<file path="config.mk">
export PLATFORM = sky130hd
export DESIGN_NAME = dma_unit
export DESIGN_NICKNAME = d
export VERILOG_FILES = /design/src/dma_pkg.sv /design/src/dma_req_sync.sv /design/src/dma_arbiter.sv /design/src/dma_unit.sv
export SDC_FILE = /design/constraint.sdc
export NUM_CORES = 1
export LEC_CHECK = 0
export BUFFER_PORTS_ARGS = -buffer_cell sky130_fd_sc_hd__buf_4
export CORE_UTILIZATION = 41
export CTS_BUF_LIST = sky130_fd_sc_hd__clkbuf_4 sky130_fd_sc_hd__clkbuf_8
export CTS_CLUSTER_SIZE = 16
export DETAILED_ROUTE_END_ITERATION = 10
export HOLD_SLACK_MARGIN = 0.1
export REMOVE_ABC_BUFFERS = 1
export SYNTH_ARGS = -nofsm -noshare
export SYNTH_HDL_FRONTEND = slang
export SYNTH_HIERARCHICAL = 1
export SYNTH_SLANG_ARGS = --single-unit
</file>
<file path="constraint.sdc">
create_clock -name clk -period 3.47 [get_ports clk]
set_input_delay 0.347 -clock clk [delete_from_list [all_inputs] [get_ports clk]]
set_output_delay 0.347 -clock clk [all_outputs]
set_load 0.03 [all_outputs]
</file>
<file path="src/dma_pkg.sv">
// shared constants, register map and types for the two channel dma unit
package dma_pkg;

    localparam int unsigned ADDR_W = 20;
    localparam int unsigned CNT_W  = 16;
    localparam int unsigned REG_AW = 4;

    // register map, per channel base = ch * CH_STRIDE
    localparam logic [REG_AW-1:0] CH_STRIDE   = 4'h8;
    localparam logic [REG_AW-1:0] OFF_SRC_LO  = 4'h0;
    localparam logic [REG_AW-1:0] OFF_SRC_HI  = 4'h1;
    localparam logic [REG_AW-1:0] OFF_DST_LO  = 4'h2;
    localparam logic [REG_AW-1:0] OFF_DST_HI  = 4'h3;
    localparam logic [REG_AW-1:0] OFF_COUNT   = 4'h4;
    localparam logic [REG_AW-1:0] OFF_CTRL    = 4'h5;
    localparam logic [REG_AW-1:0] OFF_STATUS  = 4'h6;

    // control register field positions
    localparam int unsigned B_DST_MEM  = 15;
    localparam int unsigned B_DST_DEC  = 14;
    localparam int unsigned B_DST_INC  = 13;
    localparam int unsigned B_SRC_MEM  = 12;
    localparam int unsigned B_SRC_DEC  = 11;
    localparam int unsigned B_SRC_INC  = 10;
    localparam int unsigned B_TERM_TC  = 9;
    localparam int unsigned B_INT_EN   = 8;
    localparam int unsigned B_SYNC_HI  = 7;
    localparam int unsigned B_SYNC_LO  = 6;
    localparam int unsigned B_PRIO_HI  = 5;
    localparam int unsigned B_TIMER_RQ = 4;
    localparam int unsigned B_SUSPEND  = 3;
    localparam int unsigned B_CHANGE   = 2;
    localparam int unsigned B_ARM      = 1;
    localparam int unsigned B_WORD     = 0;

    localparam logic [15:0] CTRL_RESET = 16'h0000;

    // synchronisation modes
    localparam logic [1:0] SYNC_NONE = 2'h0;
    localparam logic [1:0] SYNC_SRC  = 2'h1;
    localparam logic [1:0] SYNC_DST  = 2'h2;

    // pin samples skipped after a fetch, in falling clock output edges
    localparam int unsigned PIN_BLANK = 2;

    typedef struct packed {
        logic [ADDR_W-1:0] addr;
        logic              io_space;
        logic              word;
        logic              write;
    } bus_req_t;

endpackage

</file>
<file path="src/dma_req_sync.sv">
// two flop synchroniser sampled on falling clock output edge
`timescale 1ns/100ps
module dma_req_sync (
    // clock and reset
    input  wire logic clk,
    input  wire logic rst_n,
    // falling clock output edge enable
    input  wire logic fall_en,
    // raw pin and synchronised level
    input  wire logic pin,
    output logic      level
);

    logic meta_q;

    always_ff @(posedge clk or negedge rst_n) begin
        if (!rst_n) begin
            meta_q <= 1'b0;
            level  <= 1'b0;
        end else if (fall_en) begin
            meta_q <= pin;
            level  <= meta_q;
        end
    end

endmodule

</file>
<file path="src/dma_arbiter.sv">
// two channel priority arbiter with fixed and rotating modes
`timescale 1ns/100ps
module dma_arbiter (
    // clock and reset
    input  wire logic       clk,
    input  wire logic       rst_n,
    // channel requests and priorities
    input  wire logic [1:0] req,
    input  wire logic [1:0] prio_hi,
    // arbitration update
    input  wire logic       take,
    input  wire logic       done_ch,
    input  wire logic       bus_release,
    // winner
    output logic            grant_ch,
    output logic            grant_valid
);

    // rotation pointer: 1 means channel 1 has precedence
    logic favour_one_q;

    always_ff @(posedge clk or negedge rst_n) begin
        if (!rst_n) begin
            favour_one_q <= 1'b1;
        end else if (bus_release) begin
            favour_one_q <= 1'b1;
        end else if (take) begin
            favour_one_q <= ~done_ch;
        end
    end

    always_comb begin
        grant_valid = |req;
        if (req == 2'b01) begin
            grant_ch = 1'b0;
        end else if (req == 2'b10) begin
            grant_ch = 1'b1;
        end else if (prio_hi[0] != prio_hi[1]) begin
            grant_ch = prio_hi[1];
        end else begin
            grant_ch = favour_one_q;
        end
    end

endmodule

</file>
<file path="src/dma_unit.sv">
// two channel dma unit: registers, request logic, transfer sequencer
//
// Implementation choices: the placing of the registers and strobed register access.
`timescale 1ns/100ps
//
// Behaviour
// twenty-bit linear source and destination pointers
// io cycles run at any pointer value
// pointers step up, down or hold
// requests ignored until channel armed
// pin sampled falling edge, four clocks
// latched request cleared four clocks early
// peripheral drops request by deposit start
// source gets three clocks to drop
// destination sync appends two idle states
// bus released during appended idle states
// one transfer per timer maximum count
// unsynchronised runs back to back
// sixteen-bit count decrements once per transfer
// terminate on count disarms channel
// unsynchronised always terminates at zero
// disarm finishes current transfer first
// nmi inhibits transfers until return
// suspend holds channel without disarming
// interrupt request at count zero
// pending request signalled to bus unit
// no chip select above 64K io
// equal priorities rotate precedence
// fetch then deposit, never split
// high priority preempts low channel
// channel 1 starts first, then rotates
// channel 1 regains precedence on release
// one pending request, held until done
module dma_unit #(
    parameter int unsigned N_CH = 2
) (
    // clock and reset
    input  wire logic                       clk,
    input  wire logic                       rst_n,
    // register port
    input  wire logic [dma_pkg::REG_AW:0]   reg_addr,
    input  wire logic [15:0]                reg_wdata,
    input  wire logic                       reg_wr,
    input  wire logic                       reg_rd,
    output logic      [15:0]                reg_rdata,
    // request sources
    input  wire logic [1:0]                 dma_request_pin,
    input  wire logic                       clock_output_pin,
    input  wire logic                       timer_max,
    input  wire logic                       nmi_active,
    input  wire logic                       nmi_return,
    // bus interface unit handshake
    output logic                            biu_req,
    input  wire logic                       biu_gnt,
    input  wire logic                       biu_done,
    output dma_pkg::bus_req_t               biu_cmd,
    output logic                            bus_master_status_bit,
    output logic                            cs_allow,
    input  wire logic [15:0]                biu_rdata,
    output logic      [15:0]                biu_wdata,
    // interrupt requests
    output logic [1:0]                      tc_irq
);

    if (N_CH != 2) begin : g_bad_n_ch
        $error("dma_unit supports two channels only");
    end

    typedef enum logic [4:0] {
        ST_IDLE    = 5'b00001,
        ST_FETCH   = 5'b00010,
        ST_DEPOSIT = 5'b00100,
        ST_IDLE1   = 5'b01000,
        ST_IDLE2   = 5'b10000
    } seq_t;

    ////////////////////////////////////////
    // channel state

    logic [dma_pkg::ADDR_W-1:0] src_q  [2];
    logic [dma_pkg::ADDR_W-1:0] dst_q  [2];
    logic [dma_pkg::CNT_W-1:0]  cnt_q  [2];
    logic [15:0]                ctrl_q [2];
    logic [1:0]                 pin_lvl;
    logic [1:0]                 ext_latch_q;
    logic [1:0]                 timer_pend_q;
    logic [1:0]                 req_ok;
    logic [1:0]                 tc_hit_q;
    logic                       nmi_block_q;
    logic                       clk_out_s1_q;
    logic                       clk_out_s2_q;
    logic                       clk_out_d_q;
    logic                       fall_en;
    seq_t                       st_q;
    logic                       ch_q;
    logic [15:0]                hold_q;
    logic                       nmi_prev_q;
    logic                       grant_ch;
    logic                       grant_valid;
    logic                       take;
    logic                       xfer_end;
    logic                       release_bus;
    logic [dma_pkg::ADDR_W-1:0] cur_addr;
    logic                       cur_io;

    ////////////////////////////////////////
    // falling clock output edge detect, after two flops

    always_ff @(posedge clk or negedge rst_n) begin
        if (!rst_n) begin
            clk_out_s1_q <= 1'b0;
            clk_out_s2_q <= 1'b0;
            clk_out_d_q  <= 1'b0;
            nmi_prev_q   <= 1'b0;
        end else begin
            clk_out_s1_q <= clock_output_pin;
            clk_out_s2_q <= clk_out_s1_q;
            clk_out_d_q  <= clk_out_s2_q;
            nmi_prev_q   <= nmi_active;
        end
    end

    assign fall_en = clk_out_d_q & ~clk_out_s2_q;

    ////////////////////////////////////////
    // nmi suspension, set on entry so software may re-enable

    always_ff @(posedge clk or negedge rst_n) begin
        if (!rst_n) begin
            nmi_block_q <= 1'b0;
        end else if (reg_wr && reg_addr == {1'b0, dma_pkg::OFF_STATUS}
                     && reg_wdata[0]) begin
            nmi_block_q <= 1'b0;
        end else if (nmi_active && !nmi_prev_q) begin
            nmi_block_q <= 1'b1;
        end else if (nmi_return) begin
            nmi_block_q <= 1'b0;
        end
    end

    ////////////////////////////////////////
    // per channel registers and request logic

    for (genvar c = 0; c < 2; c++) begin : g_ch
        logic [dma_pkg::REG_AW:0] base;
        logic [1:0]               sync;
        logic                     active;
        logic                     done_now;
        logic                     last;
        logic                     stop_now;
        logic [dma_pkg::ADDR_W-1:0] step;
        logic [1:0]                 blank_q;

        assign base     = c[0] ? {1'b0, dma_pkg::CH_STRIDE} : '0;
        assign sync     = ctrl_q[c][dma_pkg::B_SYNC_HI:dma_pkg::B_SYNC_LO];
        assign active   = st_q != ST_IDLE && ch_q == c[0];
        assign done_now = active && st_q == ST_DEPOSIT && biu_done;
        assign last     = cnt_q[c] == {{(dma_pkg::CNT_W-1){1'b0}}, 1'b1};
        assign stop_now = done_now && last && (ctrl_q[c][dma_pkg::B_TERM_TC]
                          || sync == dma_pkg::SYNC_NONE);
        assign step     = ctrl_q[c][dma_pkg::B_WORD] ? 20'h00002 : 20'h00001;

        dma_req_sync u_sync (
            .clk     (clk),
            .rst_n   (rst_n),
            .fall_en (fall_en),
            .pin     (dma_request_pin[c]),
            .level   (pin_lvl[c])
        );

        // latched external request, cleared at deposit start
        always_ff @(posedge clk or negedge rst_n) begin
            if (!rst_n) begin
                ext_latch_q[c] <= 1'b0;
                blank_q        <= '0;
            end else if (active && st_q == ST_FETCH && biu_done) begin
                ext_latch_q[c] <= 1'b0;
                blank_q        <= 2'(dma_pkg::PIN_BLANK);
            end else if (fall_en && blank_q != 2'h0) begin
                blank_q <= blank_q - 2'h1;
            end else if (fall_en) begin
                ext_latch_q[c] <= pin_lvl[c];
            end
        end

        always_ff @(posedge clk or negedge rst_n) begin
            if (!rst_n) begin
                timer_pend_q[c] <= 1'b0;
            end else if (timer_max && ctrl_q[c][dma_pkg::B_ARM]) begin
                timer_pend_q[c] <= 1'b1;
            end else if (take && grant_ch == c[0]) begin
                timer_pend_q[c] <= 1'b0;
            end else if (!ctrl_q[c][dma_pkg::B_ARM]) begin
                timer_pend_q[c] <= 1'b0;
            end
        end

        always_comb begin
            if (!ctrl_q[c][dma_pkg::B_ARM] || ctrl_q[c][dma_pkg::B_SUSPEND]
                || nmi_block_q) begin
                req_ok[c] = 1'b0;
            end else if (ctrl_q[c][dma_pkg::B_TIMER_RQ]) begin
                req_ok[c] = timer_pend_q[c];
            end else if (sync == dma_pkg::SYNC_NONE) begin
                req_ok[c] = 1'b1;
            end else begin
                req_ok[c] = ext_latch_q[c];
            end
        end

        // pointers, count, control
        always_ff @(posedge clk or negedge rst_n) begin
            if (!rst_n) begin
                src_q[c]  <= '0;
                dst_q[c]  <= '0;
                cnt_q[c]  <= '0;
                ctrl_q[c] <= dma_pkg::CTRL_RESET;
            end else begin
                if (reg_wr && reg_addr == base + dma_pkg::OFF_SRC_LO) begin
                    src_q[c][15:0] <= reg_wdata;
                end else if (reg_wr && reg_addr == base + dma_pkg::OFF_SRC_HI) begin
                    src_q[c][19:16] <= reg_wdata[3:0];
                end else if (reg_wr && reg_addr == base + dma_pkg::OFF_DST_LO) begin
                    dst_q[c][15:0] <= reg_wdata;
                end else if (reg_wr && reg_addr == base + dma_pkg::OFF_DST_HI) begin
                    dst_q[c][19:16] <= reg_wdata[3:0];
                end else if (reg_wr && reg_addr == base + dma_pkg::OFF_COUNT) begin
                    cnt_q[c] <= reg_wdata;
                end else if (reg_wr && reg_addr == base + dma_pkg::OFF_CTRL) begin
                    ctrl_q[c][15:2] <= reg_wdata[15:2];
                    ctrl_q[c][0]    <= reg_wdata[0];
                    if (reg_wdata[dma_pkg::B_CHANGE]) begin
                        ctrl_q[c][dma_pkg::B_ARM] <= reg_wdata[dma_pkg::B_ARM];
                    end
                end
                if (done_now) begin
                    cnt_q[c] <= cnt_q[c] - 16'h0001;
                    if (ctrl_q[c][dma_pkg::B_SRC_INC] != ctrl_q[c][dma_pkg::B_SRC_DEC]) begin
                        src_q[c] <= ctrl_q[c][dma_pkg::B_SRC_INC] ? src_q[c] + step
                                                                  : src_q[c] - step;
                    end
                    if (ctrl_q[c][dma_pkg::B_DST_INC] != ctrl_q[c][dma_pkg::B_DST_DEC]) begin
                        dst_q[c] <= ctrl_q[c][dma_pkg::B_DST_INC] ? dst_q[c] + step
                                                                  : dst_q[c] - step;
                    end
                end
                if (stop_now) begin
                    ctrl_q[c][dma_pkg::B_ARM] <= 1'b0;
                end
            end
        end

        // terminal count flag, set wins over clear
        always_ff @(posedge clk or negedge rst_n) begin
            if (!rst_n) begin
                tc_hit_q[c] <= 1'b0;
            end else if (done_now && last) begin
                tc_hit_q[c] <= 1'b1;
            end else if (reg_wr && reg_addr == {1'b0, dma_pkg::OFF_STATUS}
                         && reg_wdata[c+1]) begin
                tc_hit_q[c] <= 1'b0;
            end
        end

        assign tc_irq[c] = tc_hit_q[c] & ctrl_q[c][dma_pkg::B_INT_EN]
                           & ctrl_q[c][dma_pkg::B_TERM_TC];
    end

    ////////////////////////////////////////
    // arbitration

    dma_arbiter u_arb (
        .clk         (clk),
        .rst_n       (rst_n),
        .req         (req_ok),
        .prio_hi     ({ctrl_q[1][dma_pkg::B_PRIO_HI], ctrl_q[0][dma_pkg::B_PRIO_HI]}),
        .take        (xfer_end),
        .done_ch     (ch_q),
        .bus_release (release_bus),
        .grant_ch    (grant_ch),
        .grant_valid (grant_valid)
    );

    assign take        = st_q == ST_IDLE && grant_valid && biu_gnt;
    assign xfer_end    = st_q == ST_DEPOSIT && biu_done;
    assign release_bus = st_q == ST_IDLE1 || (st_q == ST_IDLE && !grant_valid);

    ////////////////////////////////////////
    // transfer sequencer

    always_ff @(posedge clk or negedge rst_n) begin
        if (!rst_n) begin
            st_q <= ST_IDLE;
            ch_q <= 1'b0;
        end else begin
            case (st_q)
                ST_IDLE: begin
                    if (take) begin
                        st_q <= ST_FETCH;
                        ch_q <= grant_ch;
                    end
                end
                ST_FETCH: begin
                    if (biu_done) begin
                        st_q <= ST_DEPOSIT;
                    end
                end
                ST_DEPOSIT: begin
                    if (biu_done) begin
                        if (ctrl_q[ch_q][dma_pkg::B_SYNC_HI:dma_pkg::B_SYNC_LO]
                            == dma_pkg::SYNC_DST) begin
                            st_q <= ST_IDLE1;
                        end else begin
                            st_q <= ST_IDLE;
                        end
                    end
                end
                ST_IDLE1: begin
                    st_q <= ST_IDLE2;
                end
                ST_IDLE2: begin
                    st_q <= ST_IDLE;
                end
                default: begin
                    st_q <= ST_IDLE;
                end
            endcase
        end
    end

    always_ff @(posedge clk or negedge rst_n) begin
        if (!rst_n) begin
            hold_q <= '0;
        end else if (st_q == ST_FETCH && biu_done) begin
            hold_q <= biu_rdata;
        end
    end

    ////////////////////////////////////////
    // bus outputs

    always_comb begin
        if (st_q == ST_DEPOSIT) begin
            cur_addr = dst_q[ch_q];
            cur_io   = ~ctrl_q[ch_q][dma_pkg::B_DST_MEM];
        end else begin
            cur_addr = src_q[ch_q];
            cur_io   = ~ctrl_q[ch_q][dma_pkg::B_SRC_MEM];
        end
    end

    assign biu_req               = st_q == ST_IDLE && grant_valid;
    assign bus_master_status_bit = st_q == ST_FETCH || st_q == ST_DEPOSIT;
    assign biu_cmd.addr          = cur_addr;
    assign biu_cmd.io_space      = cur_io;
    assign biu_cmd.word          = ctrl_q[ch_q][dma_pkg::B_WORD];
    assign biu_cmd.write         = st_q == ST_DEPOSIT;
    assign biu_wdata             = hold_q;
    assign cs_allow              = bus_master_status_bit
                                   && !(cur_io && cur_addr[19:16] != 4'h0);

    ////////////////////////////////////////
    // register read

    always_ff @(posedge clk or negedge rst_n) begin
        if (!rst_n) begin
            reg_rdata <= '0;
        end else if (reg_rd) begin
            if (reg_addr == {1'b0, dma_pkg::OFF_STATUS}) begin
                reg_rdata <= {11'h000, st_q == ST_IDLE ? 1'b0 : 1'b1, ch_q,
                              tc_hit_q, nmi_block_q};
            end else if (reg_addr[2:0] == dma_pkg::OFF_SRC_LO[2:0]) begin
                reg_rdata <= src_q[reg_addr[3]][15:0];
            end else if (reg_addr[2:0] == dma_pkg::OFF_SRC_HI[2:0]) begin
                reg_rdata <= {12'h000, src_q[reg_addr[3]][19:16]};
            end else if (reg_addr[2:0] == dma_pkg::OFF_DST_LO[2:0]) begin
                reg_rdata <= dst_q[reg_addr[3]][15:0];
            end else if (reg_addr[2:0] == dma_pkg::OFF_DST_HI[2:0]) begin
                reg_rdata <= {12'h000, dst_q[reg_addr[3]][19:16]};
            end else if (reg_addr[2:0] == dma_pkg::OFF_COUNT[2:0]) begin
                reg_rdata <= cnt_q[reg_addr[3]];
            end else if (reg_addr[2:0] == dma_pkg::OFF_CTRL[2:0]) begin
                reg_rdata <= ctrl_q[reg_addr[3]];
            end else begin
                reg_rdata <= '0;
            end
        end
    end

endmodule

</file>
==> results of run 1 <==
==> power breakdown <==
part           internal, mW  switching [mW]
combinational          2.03            2.70
sequential             2.78           0.559
clock                  1.42            1.12
==> cell families (layout without fill, tap and decap cells) <==
family	count (synthesis)	in the layout	share of synthesized area, %
muxes	203	203	16.6
DFF	202	202	35.0
adders and majority gates	86	86	7.66
buffers and inverters	115	284	3.10
AOI/OAI and AO/OA	437	437	18.5
xor gates and xnor gates	70	70	4.25
and+or+nand+nor	469	469	14.9
==> state kept, by name (all words and copies together) (netlist names), 4 cells and up <==
signal and cells:
st_q 5, g_ch.blank_q 4, biu_wdata 16, reg_rdata 16
ctrl_q 32, src_q 40, dst_q 40, cnt_q 32
==> final timing paths <==
check / startpoint / endpoint / slack, ns / cells past startpoint
max: st_q[1] / cs_allow / 0.12 / 7
min: biu_gnt / st_q[0] / 0.14 / 3
max reg2reg: ctrl_q[29] / dst_q[38] / 0.29 / 11
min reg2reg: clk_out_s1_q / clk_out_s2_q / 0.36 / 0
max in group asynchronous: rst_n / reg_rdata[0] / 2.16 / 3
min in group asynchronous: rst_n / dst_q[16] / 0.36 / 2
==> worst max-delay path, stage by stage, from the launching register on <==
cell     delay, ns
dfrtp_1       0.40
nor2_2        0.18
nand3_2       0.25
inv_6         0.25
mux4_2        0.56
nor4_2        0.35
o21a_1        0.24
buf_4         0.19
==> cell usage in the layout (no fill, tap or decap), types with 14 or more instances in the layout <==
master / synthesis / final
nor3_1: 29 / 29
mux2i_1: 142 / 142
o22ai_1: 27 / 27
nand2b_1: 14 / 14
o21a_1: 15 / 15
mux2_2: 36 / 36
mux4_2: 25 / 25
inv_1: 42 / 42
clkbuf_8: 0 / 50
nand2_1: 192 / 192
nor2b_1: 16 / 16
xnor2_1: 42 / 42
nand3_1: 25 / 25
ha_1: 82 / 82
buf_4: 1 / 147
a21oi_1: 130 / 130
dlygate4sd3_1: 0 / 25
and3_1: 15 / 15
dfrtp_1: 200 / 200
nor2_1: 118 / 116
a31oi_1: 15 / 15
a21o_1: 39 / 39
xor2_1: 28 / 28
o21ai_0: 126 / 126
==> cell type report <==
cell class                 count  area (um^2)  area share, %
tap                          455          569           3.36
sequential                   202         5060           29.9
clock buffer                  62          778           4.60
clock inverter                 4         31.3          0.185
multi-input combinational   1265         8940           52.8
inverter                      44          170           1.00
timing repair buffer         174         1390           8.20
==> through the flow <==
stage               instance area (um^2)  cells
finish                             16900   2206
global route                       16900   2206
CTS                                16900   2206
detailed placement                 15900   2115
global placement                   15900   2115
floorplan                          14100   1511
==> metal layers <==
layer	routed length, um	vias to the layer above	global-route usage, %
li1	-	6064	-
met1	21600	6407	37.7
met2	22300	531	43.8
met3	3830	108	5.66
met4	2090	0	11.5
met5	0	-	0
==> repair_timing <==
item	CTS	global route
endpoints found under the setup margin	1	1
gates resized for setup	1	2
hold endpoints to repair	106	0
hold buffers	25	0
==> reports/qor.txt, run 1 <==
Synth top area cells: dfrtp_1, mux2i_1, ha_1, nand2_1, a21oi_1
Startpoint Class: flop
Pwr Total: 10.6 mW
Antenna-violating nets left: 0
Worst-path fanout max: 12
DRC viols: 0
Achievable Freq: 299 MHz
Fin crit period: 3.35 ns
Final-report setup violation count: 0
Initial antenna violation count: 1
Unique masters post-synth: 74
Die area: 36000 um^2
Placer Congestion: 0.915
ANT cells: 0
Most frequent cells after synthesis: dfrtp_1, nand2_1, mux2i_1
RSZ-0062 raised after global routing: no
Asr flop ratio synth: 100%
Syn. warnings: 6
Sequential element share of the synthesized area: 35.0%
Global-route wire length before repair: 75.7 mm
Max VDD drop: 0.328 mV
Nets@finish: 1862
GRT overflow: 0
Top FF cell, synth: dfrtp_1
Clk buf depth: 3
Vias in the first global route: 12600
Rel. slew slack: 43.9%
Layout area overhead: 17.3%
Gate count after technology mapping: 1582
Max Transition Viols Final: 0
Initial DRC Count: 1295
Die Height: 190 um
Clk Latency, worst-skew pair: 0.58 ns
Filler Cells Inserted: 3240
Final core occ: 48.9%
#FFs+latches synth: 202
Clk sinks: 202
CTS H-tree depth: 2
Syn_area_per_cell: 9.12 um^2
Clock Tree Root: clkbuf_8
Mapped cell area: 14400 um^2
Final worst path period share: 96.5%
Final worst slack: 0.122 ns
Worst-Margin Slew: 0.830 ns
Vias/cell: 5.94
DRT Wirelength: 49.9 mm
Drt first pass iters: 5
Width of the die: 190 um
FP Rows: 68
Setup TNS: 0 ns
Largest net degree at the start of global routing: 84
P per Cell Area: 626 nW/um^2
CTS Buf Count: 40
TritonCTS clock tree: done
P_leak: 8.10 nW
Clock Pin Slew Worst Setup and Hold Paths: 0.06 ns
Layout cells sized above 1: 17.0%
Tot GR Track Use: 28.0%
Worst Setup Path Type: reg2out
Placeable Area: 34600 um^2
Area share of the largest cell type after synthesis: 34.7%
CP required: 3.12 ns
Area leader, netlist: dfrtp_1
Arr. time, crit path: 3.00 ns
Number of failing hold endpoints at the final stage: 0
Starting Density: 41.7%
Max cap viols: 0
Status: finished, final reports clean
Setup Buffers After CTS: 0
Worst min-delay path category: in2reg
Most frequent cell after synthesis: dfrtp_1
Ports: 109
Number of synthesized flops with an enable pin: 0
DP Worst Slack: 0.357 ns
Via Count: 13100
Hold Worst Slack: 0.138 ns
Buffers on Ports: 108
Post-DP HPWL: 35.8 mm
WL/cell: 22.6 um
Critical Path End Type: output pin
Skew final: 0.0221 ns
Power figures use the tool's default switching activity.
==> run 2, diff against run 1 <==
- CORE_UTILIZATION: 41 -> 63
- PLACE_DENSITY: default -> 0.83
==> run 2 against run 1 <==
Against the previous run:
- combinational power is 1% lower
- clock skew is 0.00094 ns lower
- sequential cell count is the same
- fmax shrank 0.41%
- non-clock buffer count shrank 6
- die area shrank 35%
- critical path type unchanged
- sequential share of layout area increased by 0.47 points
- clock-buffer cell count increased by 1
- highest routed layer is now met5
- power is 0.76% lower
- final cell count is 8.0% lower
- setup slack worse by 0.014 ns
- wire length down 5.1%
==> reports/qor.txt, run 2 (synthesis gave the netlist of run 1 again) <==
Layout cells sized above 1: 16.6%
Pwr Total: 10.5 mW
Rel. slew slack: 42.4%
FP Rows: 55
Global-route wire length before repair: 72.9 mm
Die Height: 153 um
Commonest non-fill, non-tap cell in the layout: dfrtp_1
Via Count: 13400
RSZ-0062 raised after global routing: no
Max Transition Viols Final: 0
TritonCTS clock tree: done
Number of failing hold endpoints at the final stage: 0
Buffers on Ports: 108
Antenna-violating nets left: 0
CP required: 3.12 ns
Max cap viols: 0
DP Worst Slack: 0.272 ns
Clock Pin Slew Worst Setup and Hold Paths: 0.06 ns
Setup TNS: 0 ns
Final-report setup violation count: 0
P per Cell Area: 631 nW/um^2
Largest net degree at the start of global routing: 79
Final worst slack: 0.109 ns
Placeable Area: 22600 um^2
Initial DRC Count: 1368
GRT overflow: 0
Ports: 109
Slowest stage cell, crit path: mux4_2
Post-DP HPWL: 33.7 mm
Clk Latency, worst-skew pair: 0.55 ns
Width of the die: 153 um
Most frequent cells in the layout: dfrtp_1, nand2_1, mux2i_1, buf_4, a21oi_1
Initial antenna violation count: 3
Design area: 16700 um^2
Tot GR Track Use: 40.5%
ANT cells: 0
CTS Hold Buffers Added: 25
WL/cell: 23.3 um
Nets@finish: 1854
Post-Place Cells: 1939
Max VDD drop: 0.359 mV
Setup Buffers After CTS: 0
Layout area overhead: 15.5%
Worst-path fanout max: 12
Clk sinks: 202
Clock Tree Root: clkbuf_8
Hold Worst Slack: 0.175 ns
Starting Density: 63.9%
Clk buf depth: 3
Vias/cell: 6.59
Arr. time, crit path: 3.01 ns
CP cell instances: nor2_2 -> nand3_2 -> inv_2 -> mux4_2 -> nor4_1 -> o21a_1 -> buf_4
CTS Buf Count: 38
R2r setup slk: 0.18 ns
Vias in the first global route: 12800
Area occupied by multi-input gates: 8930 um^2
Placed standard-cell area: 15600 um^2
Worst min-delay path category: in2reg
CTS H-tree depth: 2
Status: finished, final reports clean
DRT Wirelength: 47.3 mm
Filler Cells Inserted: 1649
Worst Setup Path Type: reg2out
Startpoint Class: flop
Register area: 5060 um^2
Worst-Margin Slew: 0.854 ns
Final core occ: 73.9%
Die area: 23500 um^2
P_leak: 8.06 nW
DRC viols: 0
Largest registers: dst_q: 40 flops, src_q: 40 flops
Drt first pass iters: 5
Final worst path period share: 96.9%
Achievable Freq: 297 MHz
Placer Congestion: 0.984
Fin crit period: 3.36 ns
Critical Path End Type: output pin
Crit-path max cell delay: 0.63 ns
CTS resizes: 0
Finished Layout Cells: 2029
Skew final: 0.0212 ns
[run 2: path summary, 6_finish.rpt]
path / from / end / cells after the start
worst min register to register: clk_out_s1_q / clk_out_s2_q / 0
worst max register to register: ctrl_q[29] / dst_q[39] / 12
worst min-delay path: reg_wdata[6] / ctrl_q[6] / 3
min in group asynchronous: rst_n / biu_wdata[11] / 2
max in group asynchronous: rst_n / src_q[11] / 3
worst max-delay path: st_q[1] / cs_allow / 7
[run 2: report_power, final]
| group | switching (mW) | leakage (nW) | internal, mW |
|---|---|---|---|
| Combinational | 2.65 | 5.09 | 2.01 |
| Sequential | 0.616 | 2.55 | 2.77 |
| Clock | 1.05 | 0.422 | 1.43 |
[run 2: cell type report]
type | count | area share [%]
timing repair buffer | 168 | 8.13
clock buffer | 63 | 4.75
tap | 285 | 2.14
clock inverter | 2 | 0.0901
sequential | 202 | 30.3
multi-input combinational | 1265 | 53.6
inverter | 44 | 0.991
[run 2: worst max-delay path: cells and delay by family (launching register included)]
family                 cells  cell delay [ns]
flip-flops                 1             0.41
multiplexers               1             0.63
AO/OA/AOI/OAI              1             0.18
buffers and inverters      2             0.57
AND/OR/NAND/NOR            3             0.68
[run 2: routing by layer]
metal | global-route usage, % | wire (um) | vias to the layer above
li1 | - | - | 6052
met1 | 51.4 | 18400 | 6323
met2 | 63.3 | 21100 | 797
met3 | 9.30 | 4700 | 192
met4 | 24.5 | 3020 | 4
met5 | 0 | 26 | -
==> run 3, diff against run 2 <==
- SETUP_SLACK_MARGIN: default -> 0.15
==> run 3 against run 2 <==
Against the previous run:
- fmax is 4.2% higher
- critical path type unchanged
- sequential share of layout area hardly changed
- sequential cell count unchanged
- wire length hardly changed
- power hardly changed
- global-route usage stayed put
- clock-buffer cell count unchanged
- combinational power barely moved
- sequential power hardly changed
- setup slack better by 0.13 ns
- register-to-register slack better by 0.08 ns
==> reports/qor.txt, run 3 (synthesis gave the netlist of run 1 again) <==
Skew final: 0.0209 ns
Worst min-delay path category: in2reg
Setup TNS: 0 ns
Buffers on Ports: 108
Critical Path End Type: output pin
Clk sinks: 202
Most frequent cells in the layout: dfrtp_1, nand2_1, mux2i_1, buf_4, a21oi_1
Width of the die: 153 um
P_leak: 8.06 nW
Largest net degree at the start of global routing: 79
Clk buf depth: 3
Drt first pass iters: 5
Layout cells sized above 1: 16.7%
Number of failing hold endpoints at the final stage: 0
Fin crit period: 3.23 ns
Tot GR Track Use: 40.5%
P per Cell Area: 631 nW/um^2
Vias/cell: 6.57
Arr. time, crit path: 2.88 ns
Layout area overhead: 15.6%
TritonCTS clock tree: done
WL/cell: 23.3 um
Via Count: 13300
Finished Layout Cells: 2029
Die Height: 153 um
Crit-path max cell delay: 0.58 ns
Clock Tree Root: clkbuf_8
Post-Place Cells: 1939
Worst Setup Path Type: reg2out
Initial DRC Count: 1358
Vias in the first global route: 12800
Initial antenna violation count: 3
Register area: 5060 um^2
Area occupied by multi-input gates: 8930 um^2
Status: finished, final reports clean
Placed standard-cell area: 15600 um^2
CTS Buf Count: 38
RSZ-0062 raised after global routing: yes
Worst-path fanout max: 12
Filler Cells Inserted: 1648
Die area: 23500 um^2
Max cap viols: 0
Commonest non-fill, non-tap cell in the layout: dfrtp_1
Final worst path period share: 93.0%
Clock Pin Slew Worst Setup and Hold Paths: 0.06 ns
CP cell instances: nor2_2 -> nand3_2 -> inv_6 -> mux4_2 -> nor4_1 -> o21a_1 -> buf_4
Final-report setup violation count: 0
Max VDD drop: 0.360 mV
Clk Latency, worst-skew pair: 0.55 ns
Nets@finish: 1854
Starting Density: 63.9%
Antenna-violating nets left: 0
Global-route wire length before repair: 72.9 mm
Rel. slew slack: 42.4%
Max Transition Viols Final: 0
DRT Wirelength: 47.3 mm
Worst-Margin Slew: 0.854 ns
Design area: 16700 um^2
Final core occ: 73.9%
Achievable Freq: 310 MHz
Post-DP HPWL: 33.7 mm
Startpoint Class: flop
ANT cells: 0
Ports: 109
CTS H-tree depth: 2
CP required: 3.12 ns
FP Rows: 55
Placeable Area: 22600 um^2
Largest registers: dst_q: 40 flops, src_q: 40 flops
Placer Congestion: 0.984
Slowest stage cell, crit path: mux4_2
DRC viols: 0
GRT overflow: 0
==> run 3: layout make-up <==
| cell class | count | area share, % |
|---|---|---|
| clock buffer | 63 | 4.75 |
| timing repair buffer | 168 | 8.13 |
| sequential | 202 | 30.3 |
| tap | 285 | 2.14 |
| clock inverter | 2 | 0.0900 |
| multi-input combinational | 1265 | 53.6 |
| inverter | 44 | 1.02 |
==> run 3: path summary, 6_finish.rpt <==
check / slack (ns) / cells past startpoint / start / to
min reg2reg: 0.35 / 0 / clk_out_s1_q / clk_out_s2_q
max: 0.24 / 7 / st_q[1] / cs_allow
min in group asynchronous: 0.38 / 2 / rst_n / biu_wdata[11]
max reg2reg: 0.26 / 12 / ctrl_q[29] / dst_q[39]
max in group asynchronous: 2.18 / 3 / rst_n / src_q[11]
min: 0.18 / 3 / reg_wdata[6] / ctrl_q[6]
==> run 3: where the power goes <==
part / internal, mW / switching [mW]
combinational: 2.01 / 2.65
sequential: 2.77 / 0.613
clock: 1.43 / 1.05
==> run 3: metal layers <==
layer	global-route usage [%]	up-vias	share of wire, %
met4	24.5	4	6.1
met1	51.4	6293	39
met2	63.3	786	45
met5	0	-	0.055
li1	-	6058	-
met3	9.30	181	10
==> run 3: critical path, delay by kind of cell, from the launching register on <==
family                 cells  cell delay, ns
AOI/OAI and AO/OA          1            0.19
buffers and inverters      2            0.42
DFF                        1            0.41
muxes                      1            0.58
and+or+nand+nor            3            0.74
==> run 3: repair_timing <==
action,CTS,global route
endpoints found under the hold margin,83,0
setup buffers,0,0
setup endpoints to repair,1,2
hold buffers,25,0
resized for setup,1,2
==> run 3: stage by stage <==
| step | hold slack, ns | setup slack (ns) | total power [mW] |
|---|---|---|---|
| after global placement | 0.338 | 0.372 | 7.76 |
| after CTS | 0.155 | 0.208 | 10.4 |
| final | 0.176 | 0.243 | 10.5 |
| after floorplan | 0.0514 | 0.00362 | 6.47 |
| after global routing | 0.173 | 0.139 | 11.1 |
| after detailed placement | 0.345 | 0.272 | 7.89 |
